### config.mk
export PLATFORM = sky130hd
export DESIGN_NAME = tws_slave_tx
export DESIGN_NICKNAME = d
export VERILOG_FILES = /design/src/inc/tws_pkg.sv /design/src/rtl/tws_slave_tx.sv
export SDC_FILE = /design/constraint.sdc
export NUM_CORES = 1
export LEC_CHECK = 0
export BUFFER_PORTS_ARGS = -buffer_cell sky130_fd_sc_hd__buf_2
export CAP_MARGIN = 5
export CORE_ASPECT_RATIO = 0.75
export CORE_MARGIN = 2
export CORE_UTILIZATION = 53
export CTS_CLUSTER_SIZE = 8
export DETAILED_ROUTE_END_ITERATION = 7
export GPL_TIMING_DRIVEN = 0
export PLACE_DENSITY = 0.82
export SLEW_MARGIN = 25
export SYNTH_ARGS = -nofsm -noshare
export SYNTH_HDL_FRONTEND = slang
export SYNTH_SLANG_ARGS = --single-unit
### constraint.sdc
create_clock -name hclk -period 4.2 [get_ports hclk]
set_input_delay 0.42 -clock hclk [delete_from_list [all_inputs] [get_ports hclk]]
set_output_delay 0.42 -clock hclk [all_outputs]
set_load 0.02 [all_outputs]
### src/inc/tws_pkg.sv
// Constants for the two-wire slave transmitter block
// What this block does
// Answer own 7-bit address from upper bits
// Address bit 0 enables general call 0x00
// Software sets enable and ack, clears start/stop
// Read bit selects transmitter, else receiver
// Own address plus read acked gives 0xA8
// Lost arbitration then addressed gives 0xB0
// Byte sent and acked gives 0xB8
// Ack-enable zero marks next byte as last
// Byte sent and not acked gives 0xC0
// Last byte sent yet acked gives 0xC8
// Clear with ack-enable zero stops recognition
// Clear with ack-enable one keeps recognition
// Start request queues start when bus free
// After last byte master reads all ones
// Ack-enable zero isolates, setting it resumes
// Deep sleep still acks address and wakes
// After wake hold clock low until cleared
// Data register need not hold bus byte
// Software masks prescaler bits before comparing
// Flag clear reports status 0xF8
// Status stable and clock stretched while flagged
package tws_pkg;
   // -------------------------------------------------
   // Register byte offsets
   // -------------------------------------------------
   localparam logic [7:0] OFS_ADDR = 8'h00;  // own_slave_address
   localparam logic [7:0] OFS_CTRL = 8'h04;  // serial_control
   localparam logic [7:0] OFS_STAT = 8'h08;  // serial_status
   localparam logic [7:0] OFS_DATA = 8'h0c;  // serial_data_register
   // -------------------------------------------------
   // serial_control and own_slave_address bit positions
   // -------------------------------------------------
   localparam int CTRL_FLAG = 7;  // interrupt_flag
   localparam int CTRL_ACK  = 6;  // acknowledge_enable
   localparam int CTRL_STA  = 5;  // start_request
   localparam int CTRL_STO  = 4;  // stop_request
   localparam int CTRL_WC   = 3;  // write_collision_flag
   localparam int CTRL_EN   = 2;  // interface_enable
   localparam int CTRL_IE   = 0;  // interrupt_enable
   localparam int ADDR_GCE  = 0;  // general_call_enable
   // -------------------------------------------------
   // Reset values
   // -------------------------------------------------
   localparam logic [7:0] RST_ADDR = 8'hfe;
   localparam logic [7:0] RST_DATA = 8'hff;
   // -------------------------------------------------
   // Status codes, general call address and bit counts
   // -------------------------------------------------
   localparam logic [7:0] SC_OWN_RD  = 8'ha8;
   localparam logic [7:0] SC_ARB_RD  = 8'hb0;
   localparam logic [7:0] SC_DAT_ACK = 8'hb8;
   localparam logic [7:0] SC_DAT_NAK = 8'hc0;
   localparam logic [7:0] SC_LST_ACK = 8'hc8;
   localparam logic [7:0] SC_NONE    = 8'hf8;
   localparam logic [7:0] GC_ADDR    = 8'h00;
   localparam logic [3:0] BITS_BYTE  = 4'h8;
   localparam logic [3:0] BITS_ACK   = 4'h9;
   // -------------------------------------------------
   // Link state machine
   // -------------------------------------------------
   typedef enum logic [2:0] {
      LS_IDLE = 3'b000,  // Bus free or not yet started
      LS_ADDR = 3'b001,  // Shifting in address byte
      LS_AACK = 3'b010,  // Driving address acknowledge
      LS_TX   = 3'b011,  // Shifting out data byte
      LS_TACK = 3'b100,  // Sampling master acknowledge
      LS_WAIT = 3'b101,  // Flag set, clock stretched
      LS_IGN  = 3'b110   // Not addressed until start/stop
   } tws_state_t;
endpackage

### src/rtl/tws_slave_tx.sv
// Two-wire slave transmitter with AHB-Lite register access
`timescale 1ns/1ps
module tws_slave_tx (
   // Clock and reset
   input  wire logic        hclk,
   input  wire logic        hresetn,
   // AHB-Lite slave
   input  wire logic        hsel,
   input  wire logic [7:0]  haddr,
   input  wire logic [1:0]  htrans,
   input  wire logic        hwrite,
   input  wire logic [2:0]  hsize,
   input  wire logic [31:0] hwdata,
   input  wire logic        hready,
   output logic      [31:0] hrdata,
   output logic             hreadyout,
   output logic             hresp,
   // Two-wire pins, open drain
   input  wire logic        scl_i,
   output logic             scl_o,
   output logic             scl_oe,
   input  wire logic        sda_i,
   output logic             sda_o,
   output logic             sda_oe,
   // Neighbouring logic
   input  wire logic        arb_lost,
   input  wire logic        deep_sleep,
   output logic             wake_req,
   output logic             start_go,
   output logic             rx_addressed
);
   // -------------------------------------------------
   // Declarations
   // -------------------------------------------------
   logic [7:0]  oar_q;          // own_slave_address
   logic        flag_q;         // interrupt_flag
   logic        ack_en_q;       // acknowledge_enable
   logic        sta_q;          // start_request
   logic        sto_q;          // stop_request
   logic        wc_q;           // write_collision_flag
   logic        en_q;           // interface_enable
   logic        ie_q;           // interrupt_enable
   logic [1:0]  presc_q;        // Prescaler bits, stored only
   logic [7:0]  data_q;         // serial_data_register
   logic [7:0]  code_q;         // Status code while flagged
   logic        wr_q;           // Data phase is a write
   logic [7:0]  waddr_q;        // Data phase address
   logic        scl_s1, scl_s2, scl_s3;  // Clock synchroniser
   logic        sda_s1, sda_s2, sda_s3;  // Data synchroniser
   tws_pkg::tws_state_t state_q;         // Link state
   logic [3:0]  cnt_q;          // Clock rises in this byte
   logic [7:0]  sh_q;           // Address or data shifter
   logic        last_q;         // Byte in flight is the last
   logic        mack_q;         // Master acknowledged
   logic        hit_q;          // Address matched, read
   logic        busy_q;         // Bus between start and stop
   logic        pend_q;         // Start waiting for free bus
   logic        wake_q;         // Woke from deep sleep
   logic        sda_oe_q, scl_oe_q, start_go_q, rxa_q;
   logic [31:0] hrdata_q;
   logic        may_ack_wr_q;   // Own or general call address matched, write
   // -------------------------------------------------
   // Pin conditioning
   // -------------------------------------------------
   // Two stages before use; third stage only for edge finding
   always_ff @(posedge hclk or negedge hresetn) begin
      if (!hresetn) begin
         {scl_s1, scl_s2, scl_s3} <= 3'h7;
         {sda_s1, sda_s2, sda_s3} <= 3'h7;
      end else begin
         {scl_s1, scl_s2, scl_s3} <= {scl_i, scl_s1, scl_s2};
         {sda_s1, sda_s2, sda_s3} <= {sda_i, sda_s1, sda_s2};
      end
   end
   wire scl_rise = scl_s2 & ~scl_s3;            // Bus clock rising
   wire scl_fall = ~scl_s2 & scl_s3;            // Bus clock falling
   wire bus_start = scl_s2 & scl_s3 & ~sda_s2 & sda_s3;  // Start seen
   wire bus_stop  = scl_s2 & scl_s3 & sda_s2 & ~sda_s3;  // Stop seen
   // -------------------------------------------------
   // Bus slave decode
   // -------------------------------------------------
   wire       ahb_go   = hsel & htrans[1] & hready;      // Transfer taken
   wire       ahb_wr   = ahb_go & hwrite;
   wire       wr_ctrl  = wr_q & (waddr_q == tws_pkg::OFS_CTRL);
   wire       wr_addr  = wr_q & (waddr_q == tws_pkg::OFS_ADDR);
   wire       wr_stat  = wr_q & (waddr_q == tws_pkg::OFS_STAT);
   wire       wr_data  = wr_q & (waddr_q == tws_pkg::OFS_DATA);
   wire       flag_clr = wr_ctrl & hwdata[tws_pkg::CTRL_FLAG];  // Write one clears
   wire [7:0] ctrl_rd  = {flag_q, ack_en_q, sta_q, sto_q, wc_q, en_q, 1'b0, ie_q};
   wire [7:0] stat_rd  = {(flag_q ? code_q[7:3] : tws_pkg::SC_NONE[7:3]), 1'b0, presc_q};
   wire [7:0] rd_byte  = (haddr == tws_pkg::OFS_ADDR) ? oar_q :
                         (haddr == tws_pkg::OFS_CTRL) ? ctrl_rd :
                         (haddr == tws_pkg::OFS_STAT) ? stat_rd :
                         (haddr == tws_pkg::OFS_DATA) ? data_q : 8'h00;
   // -------------------------------------------------
   // Address match and event decode
   // -------------------------------------------------
   wire [7:0] addr_byte = {sh_q[6:0], sda_s2};                  // Byte after 8th rise
   wire own_hit = addr_byte[7:1] == oar_q[7:1];
   wire gc_hit  = (addr_byte[7:1] == tws_pkg::GC_ADDR[7:1]) & oar_q[tws_pkg::ADDR_GCE];
   wire may_ack = en_q & ack_en_q & (own_hit | gc_hit);
   wire addr_done = (state_q == tws_pkg::LS_ADDR) & scl_fall & (cnt_q == tws_pkg::BITS_BYTE);
   wire aack_done = (state_q == tws_pkg::LS_AACK) & scl_fall & (cnt_q == tws_pkg::BITS_ACK);
   wire tack_done = (state_q == tws_pkg::LS_TACK) & scl_fall & (cnt_q == tws_pkg::BITS_ACK);
   wire flag_set  = aack_done | tack_done;
   wire resume    = (state_q == tws_pkg::LS_WAIT) & ~flag_q;    // Software answered
   wire in_ending = (code_q == tws_pkg::SC_DAT_NAK) | (code_q == tws_pkg::SC_LST_ACK);
   // Code reported at the end of a byte
   wire [7:0] next_code = aack_done ? (arb_lost ? tws_pkg::SC_ARB_RD : tws_pkg::SC_OWN_RD) :
                          ~mack_q ? tws_pkg::SC_DAT_NAK :
                          last_q  ? tws_pkg::SC_LST_ACK : tws_pkg::SC_DAT_ACK;
   // -------------------------------------------------
   // Register writes
   // -------------------------------------------------
   // Capture the address phase; the slave never waits
   always_ff @(posedge hclk or negedge hresetn) begin
      if (!hresetn) begin
         wr_q     <= 1'b0;
         waddr_q  <= 8'h00;
         hrdata_q <= 32'h0000_0000;
      end else begin
         wr_q     <= ahb_wr;
         waddr_q  <= haddr;
         hrdata_q <= (ahb_go & ~hwrite) ? {24'h00_0000, rd_byte} : 32'h0000_0000;
      end
   end
   // Control fields stored from software
   always_ff @(posedge hclk or negedge hresetn) begin
      if (!hresetn) begin
         oar_q    <= tws_pkg::RST_ADDR;
         ack_en_q <= 1'b0;
         sta_q    <= 1'b0;
         sto_q    <= 1'b0;
         en_q     <= 1'b0;
         ie_q     <= 1'b0;
         presc_q  <= 2'h0;
      end else begin
         if (wr_addr) begin
            oar_q <= hwdata[7:0];
         end
         if (wr_stat) begin
            presc_q <= hwdata[1:0];
         end
         if (wr_ctrl) begin
            ack_en_q <= hwdata[tws_pkg::CTRL_ACK];
            sta_q    <= hwdata[tws_pkg::CTRL_STA];
            sto_q    <= hwdata[tws_pkg::CTRL_STO];
            en_q     <= hwdata[tws_pkg::CTRL_EN];
            ie_q     <= hwdata[tws_pkg::CTRL_IE];
         end
      end
   end
   // Flag: a set in the same cycle as a clear wins
   always_ff @(posedge hclk or negedge hresetn) begin
      if (!hresetn) begin
         flag_q <= 1'b0;
         code_q <= tws_pkg::SC_NONE;
      end else if (flag_set) begin
         flag_q <= 1'b1;
         code_q <= next_code;
      end else if (flag_clr) begin
         flag_q <= 1'b0;
      end
   end
   // Data register: loaded only while flagged, else collision
   always_ff @(posedge hclk or negedge hresetn) begin
      if (!hresetn) begin
         data_q <= tws_pkg::RST_DATA;
         wc_q   <= 1'b0;
      end else if (wr_data) begin
         if (flag_q) begin
            data_q <= hwdata[7:0];                   // Never loaded from the bus
            wc_q   <= 1'b0;
         end else begin
            wc_q <= 1'b1;
         end
      end
   end
   // -------------------------------------------------
   // Link state machine
   // -------------------------------------------------
   always_ff @(posedge hclk or negedge hresetn) begin
      if (!hresetn) begin
         state_q  <= tws_pkg::LS_IDLE;
         cnt_q    <= 4'h0;
         sh_q     <= 8'h00;
         last_q   <= 1'b0;
         mack_q   <= 1'b0;
         hit_q    <= 1'b0;
         sda_oe_q <= 1'b0;
         scl_oe_q <= 1'b0;
      end else if (bus_start & (state_q != tws_pkg::LS_WAIT)) begin
         state_q  <= tws_pkg::LS_ADDR;
         cnt_q    <= 4'h0;
         sda_oe_q <= 1'b0;
      end else if (bus_stop & (state_q != tws_pkg::LS_WAIT)) begin
         state_q  <= tws_pkg::LS_IDLE;
         sda_oe_q <= 1'b0;
      end else begin
         case (state_q)
            tws_pkg::LS_ADDR: begin
               if (scl_rise) begin
                  sh_q  <= addr_byte;
                  cnt_q <= cnt_q + 4'h1;
                  if (cnt_q == 4'h7) begin
                     hit_q <= may_ack & sda_s2;
                  end
               end else if (addr_done) begin
                  if (hit_q) begin
                     state_q  <= tws_pkg::LS_AACK;
                     sda_oe_q <= 1'b1;
                  end else begin
                     state_q <= tws_pkg::LS_IGN;
                  end
               end
            end
            tws_pkg::LS_AACK, tws_pkg::LS_TACK: begin
               if (scl_rise) begin
                  cnt_q  <= cnt_q + 4'h1;
                  mack_q <= ~sda_s2;
               end else if (flag_set) begin
                  state_q  <= tws_pkg::LS_WAIT;
                  sda_oe_q <= 1'b0;
                  scl_oe_q <= 1'b1;
               end
            end
            tws_pkg::LS_WAIT: begin
               if (resume & in_ending) begin
                  state_q  <= tws_pkg::LS_IGN;
                  scl_oe_q <= 1'b0;
               end else if (resume) begin
                  state_q  <= tws_pkg::LS_TX;
                  sh_q     <= data_q;
                  last_q   <= ~ack_en_q;
                  cnt_q    <= 4'h0;
                  sda_oe_q <= ~data_q[7];
                  scl_oe_q <= 1'b0;
               end
            end
            tws_pkg::LS_TX: begin
               if (scl_rise) begin
                  cnt_q <= cnt_q + 4'h1;
               end else if (scl_fall & (cnt_q == tws_pkg::BITS_BYTE)) begin
                  state_q  <= tws_pkg::LS_TACK;
                  sda_oe_q <= 1'b0;
               end else if (scl_fall) begin
                  sh_q     <= {sh_q[6:0], 1'b1};
                  sda_oe_q <= ~sh_q[6];
               end
            end
            tws_pkg::LS_IDLE, tws_pkg::LS_IGN: begin
               sda_oe_q <= 1'b0;
            end
            default: begin
               state_q  <= tws_pkg::LS_IDLE;
               sda_oe_q <= 1'b0;
               scl_oe_q <= 1'b0;
            end
         endcase
      end
   end
   // -------------------------------------------------
   // Bus occupancy, queued start, wake and receiver entry
   // -------------------------------------------------
   always_ff @(posedge hclk or negedge hresetn) begin
      if (!hresetn) begin
         busy_q     <= 1'b0;
         pend_q     <= 1'b0;
         start_go_q <= 1'b0;
         wake_q     <= 1'b0;
         rxa_q      <= 1'b0;
      end else begin
         busy_q <= bus_start | (busy_q & ~bus_stop);
         // Start issued once the bus is free
         start_go_q <= pend_q & ~busy_q & ~start_go_q;
         if (resume & in_ending & sta_q) begin
            pend_q <= 1'b1;
         end else if (start_go_q) begin
            pend_q <= 1'b0;
         end
         // Wake held until software clears the flag
         if (aack_done & deep_sleep) begin
            wake_q <= 1'b1;
         end else if (resume) begin
            wake_q <= 1'b0;
         end
         // Write direction hands over to the receiver half
         if (addr_done & ~hit_q & may_ack_wr_q) begin
            rxa_q <= 1'b1;
         end else if (bus_stop | bus_start) begin
            rxa_q <= 1'b0;
         end
      end
   end
   // Own or general call address matched with the write bit
   always_ff @(posedge hclk or negedge hresetn) begin
      if (!hresetn) begin
         may_ack_wr_q <= 1'b0;
      end else if ((state_q == tws_pkg::LS_ADDR) & scl_rise & (cnt_q == 4'h7)) begin
         may_ack_wr_q <= may_ack & ~sda_s2;
      end
   end
   // -------------------------------------------------
   // Outputs
   // -------------------------------------------------
   assign hrdata       = hrdata_q;
   assign hreadyout    = 1'b1;
   assign hresp        = 1'b0;
   assign scl_o        = 1'b0;
   assign sda_o        = 1'b0;
   assign scl_oe       = scl_oe_q;
   assign sda_oe       = sda_oe_q;
   assign wake_req     = wake_q;
   assign start_go     = start_go_q;
   assign rx_addressed = rxa_q;
endmodule

==> Word-level counts from Yosys, hierarchy flattened <==
Cells that the tools add are included.
{ "op_classes": {"addsub": 1, "multipliers": 0, "n_div": 0, "magnitude_cmp": 0, "eq_ne": 44, "shift": 0, "muxes": 61, "bitwise_logic": 63, "reduce_logical": 23} }
{ "op_table": {"columns": ["cell", "n"], "rows": [
  ["$mux W7", 9],
  ["$and A1 B1 Y1", 41],
  ["$mux W8", 5],
  ["$mux W3", 11],
  ["$eq A8 B4 Y1 const B", 4],
  ["$ne A4 B4 Y1 const B", 8],
  ["$mux W1", 24],
  ["$pmux W7 S3", 1],
  ["$mux W4", 5],
  ["$ne A2 B2 Y1 const B", 9],
  ["$reduce_and A9 Y1", 2],
  ["$not A1 Y1", 17],
  ["$eq A8 B3 Y1 const B", 2],
  ["$eq A8 B8 Y1 const B", 2],
  ["$logic_not A8 Y1", 2],
  ["$pmux W3 S5", 1],
  ["$reduce_and A5 Y1", 3],
  ["$mux W5", 2],
  ["$eq A3 B3 Y1 const B", 3],
  ["$ne A3 B3 Y1 const B", 3],
  ["$eq A4 B4 Y1 const B", 2],
  ["$pmux W4 S2", 1],
  ["$reduce_and A8 Y1", 1],
  ["$reduce_bool A2 Y1", 4],
  ["21 further kinds", 30]
]} }
{ "word_totals": {"ff_bits": 81, "latch_bits": 0, "ramBits": 0, "romBits": 0, "in_bits": 54, "out_inout_bits": 41, "word_cells": 226, "memories": 0} }

==> Longest topological paths before layout <==
Gate-level depths: netlist of run 1.
{ "logic_depth": {"depth_word": 10, "mapped_depth": 7} }

==> Worst setup path after synthesis of run 1 <==
No wires, ideal clock.
{ "synth_timing": {"path_type": "register -> register", "start": "register waddr_q[4]", "end": "register oar_q[0]", "setup_time_ps": 125, "t_arrival_ps": 1819, "required_time_ps": 4075, "setup_slack_ps": 2256, "path_stages_with_launch": 5, "path_buffers": 0, "synth_period_minus_slack_ps": 1944, "cell_sequence": "dfrtp_1 -> or4b_4 -> nor4_4 -> nor3b_4 -> mux2_2"} }
{ "synth_between": {"elab_chain_cells": 2} }
{ "synth_rtl": {"columns": ["item", "line", "text"], "rows": [
  ["from (decl)", "tws_slave_tx.sv:47", "logic [7:0] waddr_q;"],
  ["from (signal assigned)", "tws_slave_tx.sv:123", "waddr_q <= haddr;"],
  ["$logic_not A8 Y1", "tws_slave_tx.sv:85", "wire wr_addr = wr_q & (waddr_q == tws_pkg::OFS_ADDR);"],
  ["$and A1 B1 Y1", "tws_slave_tx.sv:85", null],
  ["to (signal assigned)", "tws_slave_tx.sv:130", "oar_q <= tws_pkg::RST_ADDR;"],
  ["to (signal assigned)", "tws_slave_tx.sv:139", "oar_q <= hwdata[7:0];"],
  ["to (decl)", "tws_slave_tx.sv:35", "logic [7:0] oar_q;"]
]} }
Every way passes these cells.
A chain may end at the register's enable or synchronous reset.

==> Worst setup path after layout of run 1 <==
Ends and elaborated chain as after synthesis.

==> flow_metrics.tcl, run 1 <==
set metrics [dict create \
    total_overflow_reported_by_the_global_router 0 \
    timing.max_slew.rel_slack_pct 54.80 \
    cellPowerDensity_nw_per_um2 469.7 \
    slowest_stage "sky130_fd_sc_hd__or4b_4" \
    cts_made_buffers 9 \
    worst_r2r_startpoint "waddr_q[4]" \
    place_ws_ps 2021 \
    layout_worst_path_cycle_share_pct 52.33 \
    post-route-min-period_ps 2198 \
    yosys-top-cells-area "sky130_fd_sc_hd__dfrtp_1 (34%), sky130_fd_sc_hd__dfstp_2 (17%), sky130_fd_sc_hd__mux2_2 (11%), sky130_fd_sc_hd__buf_4 (5.4%), sky130_fd_sc_hd__nand2_1 (4.0%)" \
    ios 95 \
    worst_hold_margin_ps 159.0 \
    critical-path-max-stage-delay_ps 550 \
    count_of_antenna_diodes_in_the_layout 0 \
    cts_repair_resize_count 0 \
    design.die.area_um2 8021 \
    drtPass1Iterations 5 \
    worstSetupStartpointType "flip-flop" \
    synth.yosys.seq_area_share_pct 50.52 \
    peak_supply_drop_mv 0.2570 \
    critPathLaunch "waddr_q[4]" \
    pin_count_of_the_biggest_net_entering_global_routing 53 \
    cts.sink_count 77 \
    timing.critical_path.fanout_max 8 \
    num-fill-cells 575 \
    min-delay-path-class "primary input to flip-flop" \
    yosysWarnings 0 \
    grt_util_all_layers_pct 22.18 \
    reg2reg_to "oar_q[0]" \
    clock-skew-final_ps 7.285 \
    initial_utilization_pct 55.68 \
    reg2reg_depth 4 \
    number_of_enable_type_register_cells_in_the_synthesized_netlist 0 \
    clk_root_buffer_cell "sky130_fd_sc_hd__clkbuf_8" \
    core.rowCount 26 \
    synth.ff_latch_count 77 \
    floorplan.core_area_um2 6962 \
    cts_setup_buffers 0 \
    finalHoldViolations 0 \
    synth_area_per_cell_um2 10.80 \
    setup_violations 0 \
    summed_area_of_non_filler_cells_in_the_final_layout_um2 4502 \
    dpl_cell_area_um2 4317 \
    cap_viol_max_count 0 \
    cts_max_level 3 \
    gp_congestion 0.8731 \
    synthesis.area_um2 3876 \
    critical_path.endpoint "oar_q[0]" \
    power.static_leakage_nw 2.082 \
    final_wirelength_um 8375 \
    syn_inst 359 \
    yosysTopAreaCellShare_pct 33.57 \
    antenna_left 0 \
    run_status "complete, no violations" \
    fmax_mhz 454.9 \
    place.port_buffers 38 \
    insertion_delay_ps 360 \
    critPathRequiredTime_ps 4450 \
    path_class "flip-flop to flip-flop" \
    synth.distinct_cells 52 \
    die_h_um 78.06 \
    worst-r2r-setup-slack_ps 2000 \
    synthDominantAreaCellType "sky130_fd_sc_hd__dfrtp_1" \
    place.detailed.instances 522 \
    final_cell_count_no_fill 539 \
    via_count 2895 \
    cts_tree "yes" \
    place_hpwl_um 6285 \
    clkSlewWorstSetupHoldPaths_ps 80 \
    crit_path_cell_trace "or4b_4 -> nor4_4 -> nor3b_4 -> mux2_2" \
    post_drt_via_cell_ratio 5.371 \
    final_layout_net_count 493 \
    final.setup.worst_slack_ps 2002 \
    critPathArrivalTime_ps 2450 \
    grt_pass1_vias 2669 \
    routed_wire_length_per_instance_um 15.54 \
    first_iter_violations 199 \
    die_w_um 102.8 \
    final_layout_size_suffix_gt1_share_pct 36.51 \
    grt_setup_unrepaired "false" \
    ctsLongestPathBuffers 2 \
    area_added_between_synthesis_and_finish_pct 16.14 \
    grt_antenna_before_repair 0 \
    global_route_wire_length_before_repair_um 13460 \
    final.setup.tns_ps 0 \
    synth-async-reset-ratio_pct 100.0 \
    cts-hold-fix-buffers 1 \
    ys_dominant_reg_cell "sky130_fd_sc_hd__dfrtp_1" \
    crit_path_end_kind "flip-flop" \
    max_slew.worst_pin.slew_ps 676.6 \
    slew_viol_final 0 \
    drcViolationCount 0 \
]
how the worst min path moves through the flow:
stage	startpoint	depth (start not counted)	to	slack, ps
2_1_floorplan	hresetn	0	ack_en_q	120
3_3_place_gp	scl_s1	0	scl_s2	350
3_5_place_dp	hresetn	1	presc_q[1]	350
4_1_cts	sda_i	1	sda_s1	150
5_1_grt	scl_i	1	scl_s1	140
6_report	sda_i	1	sda_s1	160
layer usage:
metal | share of wire, % | GRT usage, % | vias to the layer above
met1 | 47 | 31.86 | 1408
met2 | 45 | 32.81 | 116
met5 | 0 | 0 | -
met4 | 1.6 | 7.632 | 0
met3 | 6.5 | 5.699 | 14
li1 | - | - | 1357
cell usage in the layout (no fill, tap or decap), types with 3 or more instances in the layout:
| master | synthesis | layout |
|---|---|---|
| sky130_fd_sc_hd__or2_2 | 4 | 4 |
| sky130_fd_sc_hd__clkbuf_8 | 0 | 10 |
| sky130_fd_sc_hd__nand3_1 | 6 | 6 |
| sky130_fd_sc_hd__nor4_1 | 3 | 3 |
| sky130_fd_sc_hd__clkbuf_1 | 8 | 9 |
| sky130_fd_sc_hd__o221ai_1 | 3 | 3 |
| sky130_fd_sc_hd__nor2_1 | 19 | 19 |
| sky130_fd_sc_hd__o21ai_0 | 21 | 21 |
| sky130_fd_sc_hd__a31oi_1 | 4 | 4 |
| sky130_fd_sc_hd__mux2i_1 | 5 | 5 |
| sky130_fd_sc_hd__o211ai_1 | 3 | 3 |
| sky130_fd_sc_hd__buf_4 | 28 | 29 |
| sky130_fd_sc_hd__nor3_1 | 4 | 4 |
| sky130_fd_sc_hd__nand4_1 | 5 | 5 |
| sky130_fd_sc_hd__buf_2 | 2 | 39 |
| sky130_fd_sc_hd__a21oi_1 | 16 | 16 |
| sky130_fd_sc_hd__o22ai_1 | 3 | 3 |
| sky130_fd_sc_hd__nand2_1 | 41 | 41 |
| sky130_fd_sc_hd__inv_1 | 12 | 12 |
| sky130_fd_sc_hd__mux2_2 | 38 | 38 |
| sky130_fd_sc_hd__ha_1 | 3 | 3 |
| sky130_fd_sc_hd__dfstp_2 | 25 | 25 |
| sky130_fd_sc_hd__or3_1 | 3 | 3 |
| sky130_fd_sc_hd__nand2b_1 | 8 | 8 |
| sky130_fd_sc_hd__xnor2_1 | 5 | 5 |
| sky130_fd_sc_hd__conb_1 | 2 | 28 |
| sky130_fd_sc_hd__xor2_1 | 4 | 4 |
| sky130_fd_sc_hd__dfrtp_1 | 52 | 52 |
cell usage after synthesis (3+ instances only):
cell,n
sky130_fd_sc_hd__mux2_2,38
sky130_fd_sc_hd__o211ai_1,3
sky130_fd_sc_hd__dfstp_2,25
sky130_fd_sc_hd__a31oi_1,4
sky130_fd_sc_hd__nand2_1,41
sky130_fd_sc_hd__or2_2,4
sky130_fd_sc_hd__nand2b_1,8
sky130_fd_sc_hd__a21oi_1,16
sky130_fd_sc_hd__ha_1,3
sky130_fd_sc_hd__nand4_1,5
sky130_fd_sc_hd__xnor2_1,5
sky130_fd_sc_hd__buf_4,28
sky130_fd_sc_hd__o22ai_1,3
sky130_fd_sc_hd__nor2_1,19
sky130_fd_sc_hd__dfrtp_1,52
sky130_fd_sc_hd__nand3_1,6
sky130_fd_sc_hd__o221ai_1,3
sky130_fd_sc_hd__nor3_1,4
sky130_fd_sc_hd__clkbuf_1,8
sky130_fd_sc_hd__inv_1,12
sky130_fd_sc_hd__xor2_1,4
sky130_fd_sc_hd__or3_1,3
sky130_fd_sc_hd__mux2i_1,5
sky130_fd_sc_hd__nor4_1,3
sky130_fd_sc_hd__o21ai_0,21
cell families (layout without fill, tap and decap cells):
| family | count (synthesis) | in the layout | synth area share [%] |
|---|---|---|---|
| and+or+nand+nor | 111 | 111 | 15.36 |
| AOI/OAI and AO/OA | 62 | 62 | 9.813 |
| other | 2 | 28 | 0.1937 |
| muxes | 45 | 45 | 13.49 |
| xor gates and xnor gates | 9 | 9 | 2.033 |
| adders and majority gates | 3 | 3 | 0.9685 |
| DFF | 77 | 77 | 50.52 |
| buffers and inverters | 50 | 106 | 7.618 |
critical path: cells and delay by family, from the launching register on:
| family | cells | cell delay, ps |
|---|---|---|
| muxes | 1 | 390 |
| DFF | 1 | 370 |
| and+or+nand+nor | 3 | 1330 |
layout make-up:
| class | count | area (µm²) | share of cell area, % |
|---|---|---|---|
| Tap cell | 98 | 122.6 | 2.724 |
| Buffer | 38 | 250.2 | 5.559 |
| Multi-Input combinational cell | 258 | 1720 | 38.22 |
| Inverter | 12 | 45.04 | 1.001 |
| Sequential cell | 77 | 1958 | 43.50 |
| Clock inverter | 5 | 33.78 | 0.7504 |
| Timing Repair Buffer | 40 | 230.2 | 5.114 |
| Clock buffer | 11 | 141.4 | 3.141 |
flip-flops by register name (all words and copies together), names as in the netlist, 2 cells and up:
signal / flops
hrdata: 8
oar_q: 8
waddr_q: 8
data_q: 8
cnt_q: 4
code_q: 4
state_q: 3
sh_q: 7
presc_q: 2
where the power goes:
part,switching [mW],leakage [nW],internal [mW]
Sequential,0.0900,0.923,0.834
Clock,0.276,0.0857,0.231
Combinational,0.391,1.07,0.292
through the flow:
step	utilization, %	power (mW)
2_1_floorplan	-	1.423
3_3_place_gp	61.57	1.580
3_5_place_dp	62.01	1.604
4_1_cts	64.67	2.111
5_1_grt	64.67	2.228
6_report	64.67	2.114
(Power assumes the default switching activity.)
==> inputs of run 2 (changes only) <==
- clock period: 4.2 -> 2.13 ns (I/O delays scaled with it)
==> flow_metrics.tcl, run 2 (same netlist as run 1, synthesis figures left out) <==
set metrics [dict create \
    power.static_leakage_nw 2.150 \
    layout.cells.most_common "sky130_fd_sc_hd__dfrtp_1" \
    power_frac_comb_pct 33.5 \
    slew_viol_final 0 \
    via_count 2970 \
    swShare_pct 35.99 \
    cap_viol_max_count 0 \
    design.die.area_um2 8021 \
    final_cell_count_no_fill 551 \
    final_wirelength_um 8873 \
    critPathRequiredTime_ps 2410 \
    place_ws_ps -49.49 \
    finalHoldViolations 0 \
    globalRouteMet3Util_pct 6.144 \
    crit_path_end_kind "flip-flop" \
    cts.sink_count 77 \
    cellInternalPower_mw 2.716 \
    cellPowerDensity_nw_per_um2 901.1 \
    grt_setup_unrepaired "true" \
    worst_hold_margin_ps 41.32 \
    grt_util_all_layers_pct 22.90 \
    insertion_delay_ps 360 \
    layout_worst_path_cycle_share_pct 96.90 \
    peak_supply_drop_mv 0.5157 \
    timing.max_slew.rel_slack_pct 56.98 \
    first_iter_violations 225 \
    net-switching-power_mw 1.527 \
    cts_made_buffers 9 \
    layout.core_utilization_pct 67.65 \
    fmax_mhz 484.5 \
    final_layout_net_count 505 \
    worstSetupStartpointType "flip-flop" \
    worst-r2r-setup-slack_ps 70 \
    core.rowCount 26 \
    seq_power_share_pct 43.0 \
    total_overflow_reported_by_the_global_router 0 \
    grt_most_used_layer "met2" \
    run_status "complete, no violations" \
    floorplan.core_area_um2 6962 \
    cts_tree "yes" \
    die_w_um 102.8 \
    min-delay-path-class "primary input to flip-flop" \
    antenna_left 0 \
    ios 95 \
    power_frac_clock_pct 23.6 \
    clk_root_buffer_cell "sky130_fd_sc_hd__clkbuf_8" \
    final.setup.worst_slack_ps 65.98 \
    die_h_um 78.06 \
    cts_max_level 3 \
    clock-skew-final_ps 8.488 \
    place.port_buffers 38 \
    path_class "flip-flop to flip-flop" \
    final_layout_size_suffix_gt1_share_pct 37.97 \
    num-fill-cells 550 \
    area_added_between_synthesis_and_finish_pct 21.50 \
    top_library_cells_by_usage_in_the_layout_fill_and_taps_aside "sky130_fd_sc_hd__dfrtp_1 (52), sky130_fd_sc_hd__nand2_1 (41), sky130_fd_sc_hd__buf_2 (39), sky130_fd_sc_hd__mux2_2 (32), sky130_fd_sc_hd__buf_4 (30)" \
    routed_wire_length_per_instance_um 16.10 \
    grt_pass1_vias 2748 \
    max_slew.worst_pin.slew_ps 640.4 \
    drcViolationCount 0 \
    post_drt_via_cell_ratio 5.390 \
    setup_violations 0 \
    count_of_antenna_diodes_in_the_layout 0 \
    grt.met1_usage_pct 32.16 \
    gp_congestion 0.8731 \
    use_met2_pct 33.66 \
    clkSlewWorstSetupHoldPaths_ps 80 \
    global_route_wire_length_before_repair_um 13880 \
    drtPass1Iterations 5 \
    place_hpwl_um 6285 \
    ctsLongestPathBuffers 2 \
    pin_count_of_the_biggest_net_entering_global_routing 53 \
    timing.critical_path.fanout_max 8 \
    grt_antenna_before_repair 0 \
    place.detailed.instances 522 \
    post-route-min-period_ps 2064 \
    initial_utilization_pct 55.68 \
    critPathArrivalTime_ps 2350 \
]
## run 2: cell count changes in the layout (fill, tap and decap cells not counted), sizes merged
cell         change
buf              +3
dlygate4sd3      +9
## run 2: worst max-delay path, stage by stage (launching register included)
cell	delay [ps]
sky130_fd_sc_hd__dfrtp_1	370
sky130_fd_sc_hd__or4b_4	550
sky130_fd_sc_hd__nor4_4	280
sky130_fd_sc_hd__nand3_2	170
sky130_fd_sc_hd__nor2_4	130
sky130_fd_sc_hd__buf_12	140
sky130_fd_sc_hd__mux2_2	340
## run 2: power groups by stage
stage          combinational (mW)  clock, mW  sequential [mW]
2_1_floorplan                1.00          0             1.80
3_3_place_gp                 1.28          0             1.83
3_5_place_dp                 1.32          0             1.85
4_1_cts                      1.34       1.01             1.82
5_1_grt                      1.55       1.07             1.85
6_report                     1.42       1.00             1.82
## run 2: metal layers
layer | wire length, µm | vias up
met4 | 179 | 0
met1 | 3976 | 1417
met3 | 650 | 18
met2 | 4065 | 147
met5 | 0 | -
li1 | - | 1388
## run 2: worst paths after layout
path / from / cells past startpoint / endpoint
min: haddr[2] / 1 / waddr_q[2]
max reg2reg: waddr_q[4] / 6 / data_q[7]
max: waddr_q[4] / 6 / data_q[7]
min in group asynchronous: hresetn / 2 / presc_q[1]
min reg2reg: scl_s1 / 0 / scl_s2
max in group asynchronous: hresetn / 3 / code_q[4]
## run 2: cell type report
type | count | area [µm²] | share of cell area (%)
plain buffers | 38 | 251.5 | 5.340
repair buffers | 52 | 367.9 | 7.811
flip-flops and latches | 77 | 1958 | 41.58
multi-input cells | 258 | 1789 | 37.99
well taps | 98 | 122.6 | 2.604
clock buffers | 11 | 141.4 | 3.002
clock inverters | 5 | 33.78 | 0.7173
inverters | 12 | 45.04 | 0.9564
## run 2: stage by stage
stage / power [mW] / setup TNS [ps] / instance area (µm²)
6_report: 4.244 / 0 / 4710
5_1_grt: 4.473 / -68.49 / 4710
4_1_cts: 4.180 / 0 / 4619
3_5_place_dp: 3.163 / -142.5 / 4317
3_3_place_gp: 3.115 / -13.10 / 4287
2_1_floorplan: 2.806 / 0 / 3974
## run 2: repair_timing
item / in CTS / in global routing
pin swaps: 2 / 3
setup endpoints to repair: 23 / 31
hold buffers: 10 / 0
resized for setup: 2 / 18
hold endpoints to repair: 24 / 0
buffers inserted: 1 / 2
==> inputs of run 3 (changes only) <==
- CTS_BUF_LIST: unset -> sky130_fd_sc_hd__clkbuf_8
==> flow_metrics.tcl, run 3 (same netlist as run 1, synthesis figures left out) <==
set metrics [dict create \
    power_frac_comb_pct 33.5 \
    antenna_left 0 \
    ctsLongestPathBuffers 2 \
    route.met3.wl_um 642 \
    pin_count_of_the_biggest_net_entering_global_routing 53 \
    final_layout_size_suffix_gt1_share_pct 37.97 \
    worstSetupStartpointType "flip-flop" \
    seq_power_share_pct 43.0 \
    grt_antenna_before_repair 0 \
    power_frac_clock_pct 23.5 \
    net-switching-power_mw 1.526 \
    crit_path_cell_trace "or4b_4 -> nor4_4 -> nand3_2 -> nor2_4 -> buf_12 -> mux2_2" \
    gate_family_responsible_for_the_most_delay_along_the_worst_path "simple AND/OR/NAND/NOR gates" \
    routed_wire_length_per_instance_um 16.08 \
    top_library_cells_by_usage_in_the_layout_fill_and_taps_aside "sky130_fd_sc_hd__dfrtp_1 (52), sky130_fd_sc_hd__nand2_1 (41), sky130_fd_sc_hd__buf_2 (39), sky130_fd_sc_hd__mux2_2 (32), sky130_fd_sc_hd__buf_4 (30)" \
    core.rowCount 26 \
    total_overflow_reported_by_the_global_router 0 \
    grt_util_all_layers_pct 22.90 \
    finalHoldViolations 0 \
    final.setup.tns_ps 0 \
    cts_tree "yes" \
    final_layout_net_count 505 \
    ios 95 \
    die_h_um 78.06 \
    critPathArrivalTime_ps 2350 \
    final.setup.worst_slack_ps 60.15 \
    count_of_antenna_diodes_in_the_layout 0 \
    critPathRequiredTime_ps 2410 \
    slowest_stage "sky130_fd_sc_hd__or4b_4" \
    run_status "complete, no violations" \
    gp_congestion 0.8731 \
    setup_violations 0 \
    path_class "flip-flop to flip-flop" \
    clk_root_buffer_cell "sky130_fd_sc_hd__clkbuf_8" \
    clkSlewWorstSetupHoldPaths_ps 80 \
    crit_path_end_kind "flip-flop" \
    top_signal_layer_used "met4" \
    area_added_between_synthesis_and_finish_pct 21.50 \
    peak_supply_drop_mv 0.5145 \
    met2_wirelength_um 4056 \
    power.static_leakage_nw 2.155 \
    design.die.area_um2 8021 \
    cts_max_level 3 \
    post_drt_via_cell_ratio 5.410 \
    path_buf_inv 1 \
    place_hpwl_um 6285 \
    post-route-min-period_ps 2070 \
    fmax_mhz 483.1 \
    cellInternalPower_mw 2.712 \
    drcViolationCount 0 \
    timing.critical_path.fanout_max 8 \
    grt_pass1_vias 2748 \
    slew_viol_final 0 \
    max_slew.worst_pin.slew_ps 632.8 \
    layout.cells.most_common "sky130_fd_sc_hd__dfrtp_1" \
    cap_viol_max_count 0 \
    swShare_pct 36.01 \
    insertion_delay_ps 360 \
    grt_setup_unrepaired "true" \
    cts_made_buffers 9 \
    cellPowerDensity_nw_per_um2 899.8 \
    final_wirelength_um 8861 \
    cts.sink_count 77 \
    global_route_wire_length_before_repair_um 13880 \
    via_count 2981 \
    met1_length_um 3989 \
    die_w_um 102.8 \
    first_iter_violations 234 \
    min-delay-path-class "primary input to flip-flop" \
    initial_utilization_pct 55.68 \
    clock-skew-final_ps 9.657 \
    timing.max_slew.rel_slack_pct 57.49 \
    critical-path-max-stage-delay_ps 550 \
    worst_hold_margin_ps 44.95 \
    place_ws_ps -49.49 \
    place.port_buffers 38 \
    layout_worst_path_cycle_share_pct 97.18 \
    floorplan.core_area_um2 6962 \
    drtPass1Iterations 5 \
]
run 3: what timing repair did:
action | in CTS | in global routing
hold endpoints to repair | 24 | 0
buffers inserted | 1 | 2
hold buffers | 10 | 0
pin swaps | 2 | 3
endpoints found under the setup margin | 23 | 31
gates resized for setup | 2 | 18
cloned | 0 | 0
run 3: routing by layer:
layer	up-vias	track usage, %
li1	1385	-
met1	1439	32.16
met2	136	33.66
met3	21	6.144
met4	0	9.605
met5	-	0
run 3: area by class of cell:
cell class	instances	area [µm²]
flip-flops and latches	77	1958
well taps	98	122.6
plain buffers	38	251.5
repair buffers	52	367.9
multi-input cells	258	1789
fillers	550	2252
clock buffers	10	137.6
clock inverters	6	37.54
inverters	12	45.04
run 3: worst reg2reg max path: stages, from the launching register on:
cell and delay (ps):
sky130_fd_sc_hd__dfrtp_1 370, sky130_fd_sc_hd__or4b_4 550, sky130_fd_sc_hd__nor4_4 280, sky130_fd_sc_hd__nand3_2 170, sky130_fd_sc_hd__nor2_4 140, sky130_fd_sc_hd__buf_12 140, sky130_fd_sc_hd__mux2_2 340
run 3: final timing paths:
kind	slack, ps	depth (start not counted)	end	startpoint
worst min register to register	360	0	scl_s2	scl_s1
min in group asynchronous	310	2	presc_q[1]	hresetn
worst max-delay path	60	6	data_q[2]	waddr_q[4]
worst min-delay path	40	1	waddr_q[2]	haddr[2]
worst max register to register	60	6	data_q[2]	waddr_q[4]
max in group asynchronous	1210	3	code_q[4]	hresetn
run 3: metrics by stage:
stage	std cells	power (mW)	util (%)	cell area [µm²]
floorplan	385	2.806	-	3974
finish	551	4.238	67.65	4710
CTS	549	4.176	66.36	4619
global route	551	4.469	67.65	4710
global placement	521	3.115	61.57	4287
detailed placement	522	3.163	62.01	4317
run 3: power by group through the flow:
stage	Combinational (mW)	Clock, mW	Sequential (mW)
after CTS	1.34	1.01	1.82
after global placement	1.28	0	1.83
final	1.42	0.997	1.82
after global routing	1.55	1.07	1.85
after detailed placement	1.32	0	1.85
after floorplan	1.00	0	1.80
